`config.mk`:
```
export PLATFORM = sky130hd
export DESIGN_NAME = dwc_config_regs
export DESIGN_NICKNAME = d
export VERILOG_FILES = /design/src/dwc_pkg.sv /design/src/dwc_config_regs.sv
export SDC_FILE = /design/constraint.sdc
export NUM_CORES = 1
export LEC_CHECK = 0
export BUFFER_PORTS_ARGS = -buffer_cell sky130_fd_sc_hd__buf_2
export CORE_MARGIN = 2
export CORE_UTILIZATION = 49
export DETAILED_ROUTE_END_ITERATION = 7
export PLACE_DENSITY_LB_ADDON = 0.15
export SLEW_MARGIN = 40
export SYNTH_ARGS = -nofsm -noshare
export SYNTH_HDL_FRONTEND = slang
export SYNTH_SLANG_ARGS = --single-unit
```
`constraint.sdc`:
```
create_clock -name sys_clk -period 2.79 [get_ports sys_clk]
set_clock_uncertainty 0.2 [all_clocks]
set_input_delay 0.1395 -clock sys_clk [delete_from_list [all_inputs] [get_ports sys_clk]]
set_output_delay 0.1395 -clock sys_clk [all_outputs]
set_load 0.01 [all_outputs]
```
`src/dwc_pkg.sv`:
```
package dwc_pkg;

	localparam int APB_AW = 12;
	localparam int BUS_AW = 28;

	// Register byte addresses on the APB slave
	localparam logic [11:0] WAIT_CTRL_OFFSET = 12'h000;
	localparam logic [11:0] DRAM_CFG_OFFSET = 12'h004;

	// Power-on values
	localparam logic [15:0] WAIT_CTRL_RESET = 16'hF800;
	localparam logic [15:0] DRAM_CFG_RESET = 16'h0000;

	// Writable bits; all others are reserved, read as zero
	localparam logic [15:0] WAIT_CTRL_MASK = 16'hF800;
	localparam logic [15:0] DRAM_CFG_MASK = 16'hFF00;

	// Wait/long-wait control fields
	localparam int WAIT_PIN_PULLUP_BIT = 15;
	localparam int AREA02_LONGWAIT_HI = 14;
	localparam int AREA02_LONGWAIT_LO = 13;
	localparam int AREA6_LONGWAIT_HI = 12;
	localparam int AREA6_LONGWAIT_LO = 11;

	// DRAM area configuration fields
	localparam int STROBE_SCHEME_BIT = 15;
	localparam int ROW_STROBE_HOLD_BIT = 14;
	localparam int PRECHARGE_LENGTH_BIT = 13;
	localparam int BURST_PAGE_EN_BIT = 12;
	localparam int CAS_DUTY_BIT = 11;
	localparam int ADDR_MUX_EN_BIT = 10;
	localparam int MUX_SHIFT_HI = 9;
	localparam int MUX_SHIFT_LO = 8;

	// Area numbers seen on the bus cycle
	localparam logic [2:0] AREA_0 = 3'h0;
	localparam logic [2:0] AREA_1 = 3'h1;
	localparam logic [2:0] AREA_2 = 3'h2;
	localparam logic [2:0] AREA_6 = 3'h6;

	localparam logic [1:0] PRECHARGE_SHORT = 2'h1;
	localparam logic [1:0] PRECHARGE_LONG = 2'h2;

	typedef enum logic [1:0] {
		DWC_SHIFT_8 = 2'h0,
		DWC_SHIFT_9 = 2'h1,
		DWC_SHIFT_10 = 2'h2,
		DWC_SHIFT_RSVD = 2'h3
	} dwc_shift_t;

	// Long wait code 00..11 means 1..4 states
	function automatic logic [2:0] dwcLongWait(input logic [1:0] code);
		return {1'b0, code} + 3'h1;
	endfunction

	// Row address bits that take part in the page compare
	function automatic logic [27:0] dwcRowMask(input dwc_shift_t s);
		unique case (s)
			DWC_SHIFT_9: return 28'hFFFFE00;
			DWC_SHIFT_10: return 28'hFFFFC00;
			default: return 28'hFFFFF00;
		endcase
	endfunction

	// Row address moved down onto the multiplexed pins
	function automatic logic [27:0] dwcRowShift(input dwc_shift_t s,
		input logic [27:0] a);
		unique case (s)
			DWC_SHIFT_9: return a >> 9;
			DWC_SHIFT_10: return a >> 10;
			default: return a >> 8;
		endcase
	endfunction

endpackage

```
`src/dwc_config_regs.sv`:
```
// The register offsets and the APB interface to the registers were left to the implementer.
`timescale 1ns/10ps
// Functional notes
// - Wait control register loads F800 on power-on only; kept over manual reset, standby.
// - Bit 15 set enables the wait-pin pull-up; cleared disables it.
// - Bits 14:13 give areas 0 and 2 long waits of 1 to 4.
// - Bits 12:11 give area 6 long waits of 1 to 4.
// - Wait control bits 10:0 read zero; software writes zero.
// - DRAM config register clears on power-on only; kept over manual reset, standby.
// - DRAM config acts only while DRAM space enable is set.
// - 16-bit: scheme 0 uses upper/lower CAS, lower write; 1 uses lower CAS, both writes.
// - 8-bit accesses use only lower CAS and lower write strobes.
// - On a pause, hold bit 0 raises RAS, 1 keeps it low.
// - Precharge length bit gives one precharge state when 0, two when 1.
// - Burst off: every access is full, row address out, no compare.
// - Burst on: row match gives fast page access, column and CAS only.
// - CAS duty bit sets short-pitch CAS high time to 50 or 35 percent.
// - Mux enable bit multiplexes row and column onto address pins.
// - Shift code 00/01/10 moves row down 8/9/10 bits; 11 reserved.
// - Same code sets compared row bits from A8, A9 or A10 up to A27.
// - DRAM config bits 7:0 read zero; software writes zero.
// - Area 1 is DRAM space while DRAM space enable is set, else memory.
// - Areas 0, 2, 6 single DMA cycles take one state plus long waits.
module dwc_config_regs (
	input wire logic sys_clk, // 200 MHz clock
	input wire logic sys_rst, // Power-on reset, synchronous
	input wire logic manualRst, // Manual reset, leaves registers alone
	input wire logic standbyMode, // Standby, leaves registers alone
	input wire logic psel, // APB select
	input wire logic penable, // APB enable
	input wire logic pwrite, // APB write
	input wire logic [dwc_pkg::APB_AW-1:0] paddr, // APB byte address
	input wire logic [31:0] pwdata, // APB write data
	input wire logic [3:0] pstrb, // APB byte strobes
	output logic [31:0] prdata, // APB read data
	output logic pready, // APB ready
	output logic pslverr, // APB error, unmapped address
	input wire logic dramSpaceEnable, // DRAM space enable from bus control
	input wire logic busCycleStart, // Pulse: external bus cycle begins
	input wire logic [2:0] cycleArea, // Area of the starting cycle
	input wire logic [dwc_pkg::BUS_AW-1:0] cycleAddr, // Address of cycle
	input wire logic cycleIs16Bit, // Starting cycle targets 16-bit space
	input wire logic cycleIsDmaSingle, // Starting cycle is single-mode DMA
	output logic waitPinPullup, // Pull-up enable for wait input pin
	output logic area1IsDram, // Current cycle uses DRAM timing
	output logic [2:0] longWaitStates, // Long waits for current cycle
	output logic [2:0] dmaMemStates, // States of a single DMA cycle, base state plus long waits
	output logic upperColumnStrobe, // Upper CAS strobe in use
	output logic lowerColumnStrobe, // Lower CAS strobe in use
	output logic upperWriteStrobe, // Upper write strobe in use
	output logic lowerWriteStrobe, // Lower write strobe in use
	output logic rowStrobeHold, // Keep RAS low while idle
	output logic [1:0] prechargeStates, // Precharge state count
	output logic pageHit, // Fast page access, no row output
	output logic casDuty35, // CAS high 35 percent of column state
	output logic addrMuxActive, // Row/column multiplexing in use
	output logic [dwc_pkg::BUS_AW-1:0] dramAddrOut // Row address on pins
);
	import dwc_pkg::*;

	logic [15:0] waitCtrl_q;
	logic [15:0] waitCtrl_d;
	logic [15:0] dramCfg_q;
	logic [15:0] dramCfg_d;
	logic [31:0] prdata_q;
	logic [31:0] prdata_d;

	logic waitPinPullup_q;
	logic area1IsDram_q;
	logic [2:0] longWaitStates_q;
	logic [2:0] dmaMemStates_q;
	logic upperCas_q;
	logic lowerCas_q;
	logic upperWr_q;
	logic lowerWr_q;
	logic rowHold_q;
	logic [1:0] precharge_q;
	logic pageHit_q;
	logic casDuty_q;
	logic muxActive_q;
	logic [BUS_AW-1:0] dramAddr_q;
	logic [BUS_AW-1:0] lastRow_q;
	logic lastRowValid_q;

	// Bus decode
	wire selWait = paddr == WAIT_CTRL_OFFSET;
	wire selDram = paddr == DRAM_CFG_OFFSET;
	wire mapped = selWait | selDram;
	wire setupPhase = psel & ~penable;
	wire accessDone = psel & penable;
	wire wrEn = accessDone & pwrite & mapped;
	wire [15:0] laneMask = {{8{pstrb[1]}}, {8{pstrb[0]}}};

	// Field decode of the stored registers
	wire [1:0] area02Code = waitCtrl_q[AREA02_LONGWAIT_HI:AREA02_LONGWAIT_LO];
	wire [1:0] area6Code = waitCtrl_q[AREA6_LONGWAIT_HI:AREA6_LONGWAIT_LO];
	wire schemeDualWe = dramCfg_q[STROBE_SCHEME_BIT];
	wire holdBit = dramCfg_q[ROW_STROBE_HOLD_BIT];
	wire longPrecharge = dramCfg_q[PRECHARGE_LENGTH_BIT];
	wire burstEn = dramCfg_q[BURST_PAGE_EN_BIT];
	wire dutyBit = dramCfg_q[CAS_DUTY_BIT];
	wire muxEn = dramCfg_q[ADDR_MUX_EN_BIT];
	wire dwc_shift_t shiftCode = dwc_shift_t'(
		dramCfg_q[MUX_SHIFT_HI:MUX_SHIFT_LO]);

	// Cycle classification at cycle start
	wire isDram = (cycleArea == AREA_1) & dramSpaceEnable;
	wire isArea02 = (cycleArea == AREA_0) | (cycleArea == AREA_2);
	wire isArea6 = cycleArea == AREA_6;
	wire [2:0] nextLongWait = isArea02 ? dwcLongWait(area02Code) :
		isArea6 ? dwcLongWait(area6Code) : 3'h0;
	// Single DMA: one base state plus long waits
	wire [2:0] nextDmaStates = 3'h1 + nextLongWait;

	// Strobe set; an 8-bit space never uses the upper strobes
	wire nextUpperCas = isDram & cycleIs16Bit & ~schemeDualWe;
	wire nextLowerCas = isDram;
	wire nextUpperWr = isDram & cycleIs16Bit & schemeDualWe;
	wire nextLowerWr = isDram;

	// Page compare uses the row field chosen by the shift code alone
	wire [BUS_AW-1:0] rowMask = dwcRowMask(shiftCode);
	wire rowMatch = (cycleAddr & rowMask) == (lastRow_q & rowMask);
	wire nextPageHit = isDram & burstEn & lastRowValid_q & rowMatch;
	wire nextMux = isDram & muxEn;
	wire [BUS_AW-1:0] nextAddr = nextMux ?
		dwcRowShift(shiftCode, cycleAddr) : cycleAddr;
	wire [1:0] nextPrecharge = ~isDram ? 2'h0 :
		longPrecharge ? PRECHARGE_LONG : PRECHARGE_SHORT;

	// Register writes; reserved bits are never stored
	always_comb begin
		waitCtrl_d = waitCtrl_q;
		dramCfg_d = dramCfg_q;
		if (wrEn && selWait) begin
			waitCtrl_d = ((pwdata[15:0] & laneMask) |
				(waitCtrl_q & ~laneMask)) & WAIT_CTRL_MASK;
		end
		if (wrEn && selDram) begin
			dramCfg_d = ((pwdata[15:0] & laneMask) |
				(dramCfg_q & ~laneMask)) & DRAM_CFG_MASK;
		end
	end

	// Read data is captured in the setup cycle so it is a flop in access
	always_comb begin
		prdata_d = prdata_q;
		if (setupPhase) begin
			prdata_d = selWait ? {16'h0000, waitCtrl_q} :
				selDram ? {16'h0000, dramCfg_q} : 32'h00000000;
		end
	end

	// Only power-on reset touches the registers
	always_ff @(posedge sys_clk) begin
		if (sys_rst) begin
			waitCtrl_q <= WAIT_CTRL_RESET;
			dramCfg_q <= DRAM_CFG_RESET;
			prdata_q <= 32'h00000000;
		end else begin
			waitCtrl_q <= waitCtrl_d;
			dramCfg_q <= dramCfg_d;
			prdata_q <= prdata_d;
		end
	end

	always_ff @(posedge sys_clk) begin
		if (sys_rst) begin
			waitPinPullup_q <= WAIT_CTRL_RESET[WAIT_PIN_PULLUP_BIT];
		end else begin
			waitPinPullup_q <= waitCtrl_d[WAIT_PIN_PULLUP_BIT];
		end
	end

	// Cycle attributes are frozen at cycle start, so a write landing
	// mid-cycle cannot disturb strobes already on the pins.
	always_ff @(posedge sys_clk) begin
		if (sys_rst) begin
			area1IsDram_q <= 1'b0;
			longWaitStates_q <= 3'h0;
			dmaMemStates_q <= 3'h1;
			upperCas_q <= 1'b0;
			lowerCas_q <= 1'b0;
			upperWr_q <= 1'b0;
			lowerWr_q <= 1'b0;
			precharge_q <= 2'h0;
			pageHit_q <= 1'b0;
			casDuty_q <= 1'b0;
			muxActive_q <= 1'b0;
			dramAddr_q <= '0;
		end else if (busCycleStart) begin
			area1IsDram_q <= isDram;
			longWaitStates_q <= nextLongWait;
			dmaMemStates_q <= cycleIsDmaSingle ? nextDmaStates : 3'h1;
			upperCas_q <= nextUpperCas;
			lowerCas_q <= nextLowerCas;
			upperWr_q <= nextUpperWr;
			lowerWr_q <= nextLowerWr;
			precharge_q <= nextPrecharge;
			pageHit_q <= nextPageHit;
			casDuty_q <= isDram & dutyBit;
			muxActive_q <= nextMux;
			dramAddr_q <= nextAddr;
		end
	end

	// Row hold follows each DRAM cycle; another area releases RAS
	always_ff @(posedge sys_clk) begin
		if (sys_rst) begin
			rowHold_q <= 1'b0;
		end else if (busCycleStart) begin
			rowHold_q <= isDram & holdBit;
		end
	end

	// An open row cannot survive a manual reset or standby, so the page
	// history is dropped there while the settings themselves are kept.
	always_ff @(posedge sys_clk) begin
		if (sys_rst || manualRst || standbyMode) begin
			lastRowValid_q <= 1'b0;
			lastRow_q <= '0;
		end else if (busCycleStart && isDram) begin
			lastRowValid_q <= 1'b1;
			lastRow_q <= cycleAddr;
		end
	end

	assign prdata = prdata_q;
	assign pready = 1'b1;
	assign pslverr = accessDone & ~mapped;
	assign waitPinPullup = waitPinPullup_q;
	assign area1IsDram = area1IsDram_q;
	assign longWaitStates = longWaitStates_q;
	assign dmaMemStates = dmaMemStates_q;
	assign upperColumnStrobe = upperCas_q;
	assign lowerColumnStrobe = lowerCas_q;
	assign upperWriteStrobe = upperWr_q;
	assign lowerWriteStrobe = lowerWr_q;
	assign rowStrobeHold = rowHold_q;
	assign prechargeStates = precharge_q;
	assign pageHit = pageHit_q;
	assign casDuty35 = casDuty_q;
	assign addrMuxActive = muxActive_q;
	assign dramAddrOut = dramAddr_q;

	a_poweron_wait: assert property (@(posedge sys_clk)
		$past(sys_rst) && !sys_rst |-> waitCtrl_q == WAIT_CTRL_RESET)
		else $error("wait control not F800 after power-on");

	a_manual_keeps: assert property (@(posedge sys_clk) disable iff (sys_rst)
		(manualRst || standbyMode) && !wrEn |=>
		waitCtrl_q == $past(waitCtrl_q) && dramCfg_q == $past(dramCfg_q))
		else $error("manual reset disturbed registers");

	a_pullup_follows: assert property (@(posedge sys_clk) disable iff (sys_rst)
		wrEn && selWait && pstrb[1] |=>
		waitPinPullup == $past(pwdata[15]))
		else $error("pull-up does not follow written bit");

	a_longwait_area02: assert property (@(posedge sys_clk) disable iff (sys_rst)
		busCycleStart && cycleArea == AREA_0 |=>
		longWaitStates == {1'b0, $past(area02Code)} + 3'h1)
		else $error("area 0 long wait wrong");

	a_longwait_area6: assert property (@(posedge sys_clk) disable iff (sys_rst)
		busCycleStart && isArea6 && cycleIsDmaSingle |=>
		dmaMemStates == {1'b0, $past(area6Code)} + 3'h2)
		else $error("area 6 DMA states wrong");

	a_reserved_zero: assert property (@(posedge sys_clk) disable iff (sys_rst)
		waitCtrl_q[10:0] == 11'h000 && dramCfg_q[7:0] == 8'h00)
		else $error("reserved bits stored");

	a_ignore_nodram: assert property (@(posedge sys_clk) disable iff (sys_rst)
		busCycleStart && !dramSpaceEnable |=>
		!area1IsDram && !pageHit && !lowerColumnStrobe && !rowStrobeHold)
		else $error("DRAM settings used without DRAM space");

	a_strobe_8bit: assert property (@(posedge sys_clk) disable iff (sys_rst)
		busCycleStart && isDram && !cycleIs16Bit |=>
		!upperColumnStrobe && !upperWriteStrobe && lowerWriteStrobe)
		else $error("8-bit access used upper strobes");

	a_strobe_dualwe: assert property (@(posedge sys_clk) disable iff (sys_rst)
		busCycleStart && isDram && cycleIs16Bit |=>
		upperWriteStrobe == $past(schemeDualWe) &&
		upperColumnStrobe == !$past(schemeDualWe))
		else $error("16-bit strobe scheme wrong");

	a_precharge_len: assert property (@(posedge sys_clk) disable iff (sys_rst)
		busCycleStart && isDram |=>
		prechargeStates == ($past(longPrecharge) ? 2'h2 : 2'h1))
		else $error("precharge length wrong");

	a_full_access: assert property (@(posedge sys_clk) disable iff (sys_rst)
		busCycleStart && !burstEn |=> !pageHit)
		else $error("page hit with burst off");

	a_page_repeat: assert property (@(posedge sys_clk) disable iff (sys_rst)
		busCycleStart && isDram && burstEn && !manualRst && !standbyMode
		##1 !busCycleStart && !wrEn && !manualRst && !standbyMode
		##1 busCycleStart && isDram && burstEn &&
		cycleAddr == $past(cycleAddr, 2)
		|=> pageHit)
		else $error("same row missed page hit");

	a_mux_shift9: assert property (@(posedge sys_clk) disable iff (sys_rst)
		busCycleStart && isDram && muxEn && shiftCode == DWC_SHIFT_9 |=>
		dramAddrOut == ($past(cycleAddr) >> 9))
		else $error("row shift by 9 wrong");

	a_cas_duty: assert property (@(posedge sys_clk) disable iff (sys_rst)
		busCycleStart && isDram |=> casDuty35 == $past(dutyBit))
		else $error("CAS duty wrong");

	a_hold_mid_cycle: assert property (@(posedge sys_clk) disable iff (sys_rst)
		!busCycleStart |=>
		$stable(rowStrobeHold) && $stable(prechargeStates) && $stable(pageHit))
		else $error("setting changed inside a bus cycle");

	a_poweron_dram: assert property (@(posedge sys_clk)
		$past(sys_rst) && !sys_rst |-> dramCfg_q == DRAM_CFG_RESET)
		else $error("DRAM config not clear after power-on");

	a_longwait_area2: assert property (@(posedge sys_clk)
		disable iff (sys_rst) busCycleStart && cycleArea == AREA_2 |=>
		longWaitStates == {1'b0, $past(area02Code)} + 3'h1)
		else $error("area 2 long wait wrong");

	a_longwait_a6: assert property (@(posedge sys_clk)
		disable iff (sys_rst) busCycleStart && isArea6 |=>
		longWaitStates == {1'b0, $past(area6Code)} + 3'h1)
		else $error("area 6 long wait wrong");

	a_other_nowait: assert property (@(posedge sys_clk)
		disable iff (sys_rst) busCycleStart && !isArea02 && !isArea6 |=>
		longWaitStates == 3'h0 && dmaMemStates == 3'h1)
		else $error("long wait given to another area");

	a_row_hold: assert property (@(posedge sys_clk)
		disable iff (sys_rst) busCycleStart && isDram |=>
		rowStrobeHold == $past(holdBit))
		else $error("RAS hold wrong");

	a_lower_strobes: assert property (@(posedge sys_clk)
		disable iff (sys_rst) busCycleStart && isDram |=>
		lowerColumnStrobe && lowerWriteStrobe)
		else $error("lower strobes missing");

	a_mux_shift8: assert property (@(posedge sys_clk)
		disable iff (sys_rst)
		busCycleStart && isDram && muxEn && shiftCode == DWC_SHIFT_8 |=>
		dramAddrOut == ($past(cycleAddr) >> 8))
		else $error("row shift by 8 wrong");

	a_mux_shift10: assert property (@(posedge sys_clk)
		disable iff (sys_rst)
		busCycleStart && isDram && muxEn && shiftCode == DWC_SHIFT_10 |=>
		dramAddrOut == ($past(cycleAddr) >> 10))
		else $error("row shift by 10 wrong");

	a_page_miss8: assert property (@(posedge sys_clk)
		disable iff (sys_rst) busCycleStart && shiftCode == DWC_SHIFT_8
		&& cycleAddr[27:8] != lastRow_q[27:8] |=> !pageHit)
		else $error("page hit on a new row");

	a_dram_flag: assert property (@(posedge sys_clk)
		disable iff (sys_rst) busCycleStart |=> area1IsDram ==
		($past(cycleArea) == AREA_1 && $past(dramSpaceEnable)))
		else $error("DRAM space flag wrong");

	a_plain_cycle: assert property (@(posedge sys_clk)
		disable iff (sys_rst) busCycleStart && !isDram |=>
		prechargeStates == 2'h0 && !casDuty35 && !addrMuxActive &&
		dramAddrOut == $past(cycleAddr))
		else $error("DRAM timing used outside DRAM space");

	a_read_upper: assert property (@(posedge sys_clk)
		disable iff (sys_rst)
		psel && penable |-> prdata[31:16] == 16'h0000)
		else $error("read data upper half not zero");

endmodule

```
==> summary.md <==
| Metric | Value |
|---|---|
| Number of detailed-routing iterations run before antenna repair | `5` |
| Final hold slack | `0.00694 ns` |
| Arrival time reported for the critical path endpoint | `roughly 2.2 ns` |
| Overall routed net length | `~12000 um` |
| Post-synth design cell area | `~4200 um^2` |
| Final setup viols | `0` |
| Proportion of power drawn by combinational gates | `roughly an eighth` |
| Setup slack of the worst register-to-register path | `around 0.62 ns` |
| Internal power contribution | `approximately 1.8 mW` |
| Setup repair after global routing missed its margin | `false` |
| Final nets | `approximately 750` |
| Weighted congestion reported at the end of routability-driven placement | `between 0.8 and 0.9` |
| Result of the run | `complete, no violations` |
| Reg area | `~1700 um^2` |
| Vertical extent of the die | `approximately 97 um` |
| Global-route wire length before repair | `between 15000 and 20000 um` |
| Number of synthesized flops with an enable pin | `0` |
| Biggest fanout along the worst timing path | `18` |
| Cells taking the most area after synthesis | `sky130_fd_sc_hd__dfxtp_1, sky130_fd_sc_hd__nand2_1, sky130_fd_sc_hd__a21oi_1` |
| Post-Layout Cell Count | `763` |
| Number of antenna violations at the first check in global routing | `0` |
| Top Ports | `170` |
| Initial core utilization | `51.2%` |
| Total global routing track utilization | `roughly a quarter` |
| CTS tree | `done` |
| Post-detailed-route wirelength per cell | `15.4 um` |
| Psw | `around 0.61 mW` |
| Insertion delay of the later-clocked pin in the worst-skew pair | `0.35 ns` |
| PD cells | `roughly 450 nW/um^2` |
| Worst hold-check path type | `input port to flop` |
| IR drop worst, VDD | `just under 300 uV` |
| Top_reg_cell synth | `sky130_fd_sc_hd__dfxtp_1` |
| Fraction of the yosys area taken by sequential cells | `40.1%` |
| Period minus WS final | `~2.2 ns` |
| Area grow syn2layout | `24.5%` |
| Share of final-layout standard cells stronger than drive strength 1 | `between 20% and 30%` |
| Flops & latches, synth | `85` |
| Pwr Total | `about 2.4 mW` |
| Static leakage power | `between 2 and 2.5 nW` |
| Most area-hungry cell type in the Yosys netlist | `sky130_fd_sc_hd__dfxtp_1` |
| Flop pwr share | `52.7%` |
| Vias in the first global route | `3854` |
| # clock sinks | `85` |
| Post-detailed-route via-to-cell ratio | `about 5.5` |
| ANT nets after route | `0` |
| Total of max-cap violations | `0` |
| Hold violation count in the final report | `0` |
| Post-synthesis instance total | `between 500 and 600` |
| Required time at the worst-slack endpoint | `approximately 2.8 ns` |
| Post-Place Worst Slack | `~0.67 ns` |
| Mean area per synthesized cell | `roughly 8.0 um^2` |
| Critical setup path kind | `flop to flop` |
| Width of the die | `97.1 um` |
| Worst slew margin | `between 50% and 60%` |
| Period utilization | `78.0%` |
| Maximum number of pins on one net before global-route repair | `between 50 and 60` |
| Setup TNS after final layout | `0 ns` |
| End of the worst register-to-register path | `dramAddrOut[10]` |
| Placed cell count | `between 700 and 800` |
| Yosys warnings | `0` |
| Distinct cells, synth | `46` |
| Worst setup EP type | `flop` |
| Vias after detailed routing | `roughly 4200` |
| Worst reg2reg path depth | `5` |
| Standard cell core area | `8300 um^2` |
| Number of port buffers | `between 100 and 150` |
| Final count of pins violating max slew | `0` |
| Post-detailed-placement half-perimeter wirelength | `roughly 8100 um` |
| Overflow left after global routing | `0` |
| CTS HTree Levels | `3` |
| Final setup margin | `0.615 ns` |
| Element type at the critical path start | `flop` |
| Number of buffers added by the clock tree synthesis step | `9` |
| Total of fill cells in the finished design | `737` |
| Antenna Diode Count | `0` |
| Post-CTS setup buffers | `0` |
| # DRC | `0` |
| Highest Clock Rate | `roughly 0.46 GHz` |
| Most frequent cells after synthesis | `sky130_fd_sc_hd__dfxtp_1, sky130_fd_sc_hd__nand2_1, sky130_fd_sc_hd__a21oi_1` |
| Total Die Area | `between 9000 and 10000 um^2` |
| Clock transition at the registers of the reported paths | `~0.080 ns` |
| Fraction of power spent switching nets | `25.7%` |
| Crit path capture | `dramAddrOut[10]` |
| Fraction of registers with async set/reset | `0%` |
| Number of DRC markers in iteration 0 | `about 190` |
| Clock network fraction of design power | `between 30 and 40%` |
| Row count | `33` |
| Area of the multi-input gates | `approximately 2200 um^2` |
| Proportion of netlist area held by the largest area contributor | `around 40%` |
| Maximum number of buffers from clock root to sink | `2` |
| Worst-Margin Slew | `roughly 0.72 ns` |
| Root buffer selected by CTS | `sky130_fd_sc_hd__clkbuf_8` |
stage by stage:
stage               cell area, um^2  utilization, %
floorplan                      4330               -
global placement               4750            57.2
detailed placement             4750            57.2
CTS                            5290            63.7
global route                   5290            63.7
finish                         5290            63.7
logic make-up after synthesis:
logic type,Yosys count,share of synthesized area (%)
simple gates,181,19.6
compound gates,150,22.7
flops,85,40.1
buf+inv,74,9.13
xor+xnor,21,4.33
mux,9,2.27
fa+ha+maj,6,1.77
other cells,2,0.177
placed cells by master (no fill, tap or decap), types with 3 or more instances in the layout:
cell,instances
sky130_fd_sc_hd__buf_2,117
sky130_fd_sc_hd__nand2_1,85
sky130_fd_sc_hd__dfxtp_1,85
sky130_fd_sc_hd__a21oi_1,51
sky130_fd_sc_hd__dlygate4sd3_1,36
sky130_fd_sc_hd__nand3_1,34
sky130_fd_sc_hd__nor2_1,32
sky130_fd_sc_hd__conb_1,25
sky130_fd_sc_hd__o21ai_0,21
sky130_fd_sc_hd__a22oi_1,21
sky130_fd_sc_hd__o2111ai_1,19
sky130_fd_sc_hd__xor2_1,19
sky130_fd_sc_hd__a211oi_1,18
sky130_fd_sc_hd__clkbuf_8,9
sky130_fd_sc_hd__buf_4,9
sky130_fd_sc_hd__o21ai_1,7
sky130_fd_sc_hd__ha_1,6
sky130_fd_sc_hd__mux2_2,5
sky130_fd_sc_hd__nand4_1,5
sky130_fd_sc_hd__inv_1,4
sky130_fd_sc_hd__mux2i_1,4
sky130_fd_sc_hd__nor4_1,4
sky130_fd_sc_hd__nand3b_1,3
sky130_fd_sc_hd__nand2b_1,3
sky130_fd_sc_hd__or4_4,3
sky130_fd_sc_hd__and2_1,3
sky130_fd_sc_hd__o21ai_2,3
sky130_fd_sc_hd__clkinv_2,3
worst max-delay path, stage by stage, from the launching register on:
cell                        delay [ns]
sky130_fd_sc_hd__dfxtp_1          0.42
sky130_fd_sc_hd__ha_1             0.60
sky130_fd_sc_hd__a22oi_1          0.19
sky130_fd_sc_hd__o2111ai_1        0.23
sky130_fd_sc_hd__o21ai_0          0.15
sky130_fd_sc_hd__a211oi_1         0.28
power by group through the flow:
stage / clock network [mW] / logic [mW] / registers [mW]
2_1_floorplan: 0 / 0.153 / 1.30
3_3_place_gp: 0 / 0.262 / 1.28
3_5_place_dp: 0 / 0.268 / 1.28
4_1_cts: 0.832 / 0.307 / 1.25
5_1_grt: 0.881 / 0.340 / 1.26
6_report: 0.817 / 0.310 / 1.25
how the worst min path moves through the flow:
stage,from,endpoint,slack (ns),cells after the start
6_report,cycleAddr[4],dramAddrOut[4],0.007,3
3_5_place_dp,pwdata[15],waitPinPullup,0.16,2
2_1_floorplan,pwdata[14],flop,0.06,1
3_3_place_gp,pwdata[15],waitPinPullup,0.16,2
5_1_grt,cycleAddr[1],dramAddrOut[1],0.04,3
4_1_cts,cycleAddr[4],dramAddrOut[4],0.004,3
final cells by class:
type	instances	share of cell area, %
clock inverter	5	1.02
timing repair buffer	162	19.2
tap	105	2.49
sequential	85	32.2
multi-input combinational	392	42.4
clock buffer	9	2.34
inverter	5	0.355
timing repair:
action,4_1_cts,5_1_grt
resized for setup,0,0
hold buffers,36,0
hold endpoints to repair,54,0
per-layer routing:
| layer | wire length [um] | up-vias | GRT usage, % |
|---|---|---|---|
| met4 | 142 | 0 | 7.69 |
| met3 | 794 | 14 | 4.46 |
| met5 | 0 | - | 0 |
| met1 | 5320 | 1971 | 33.4 |
| met2 | 5480 | 157 | 38.5 |
| li1 | - | 2072 | - |
Power figures use the tool's default switching activity.
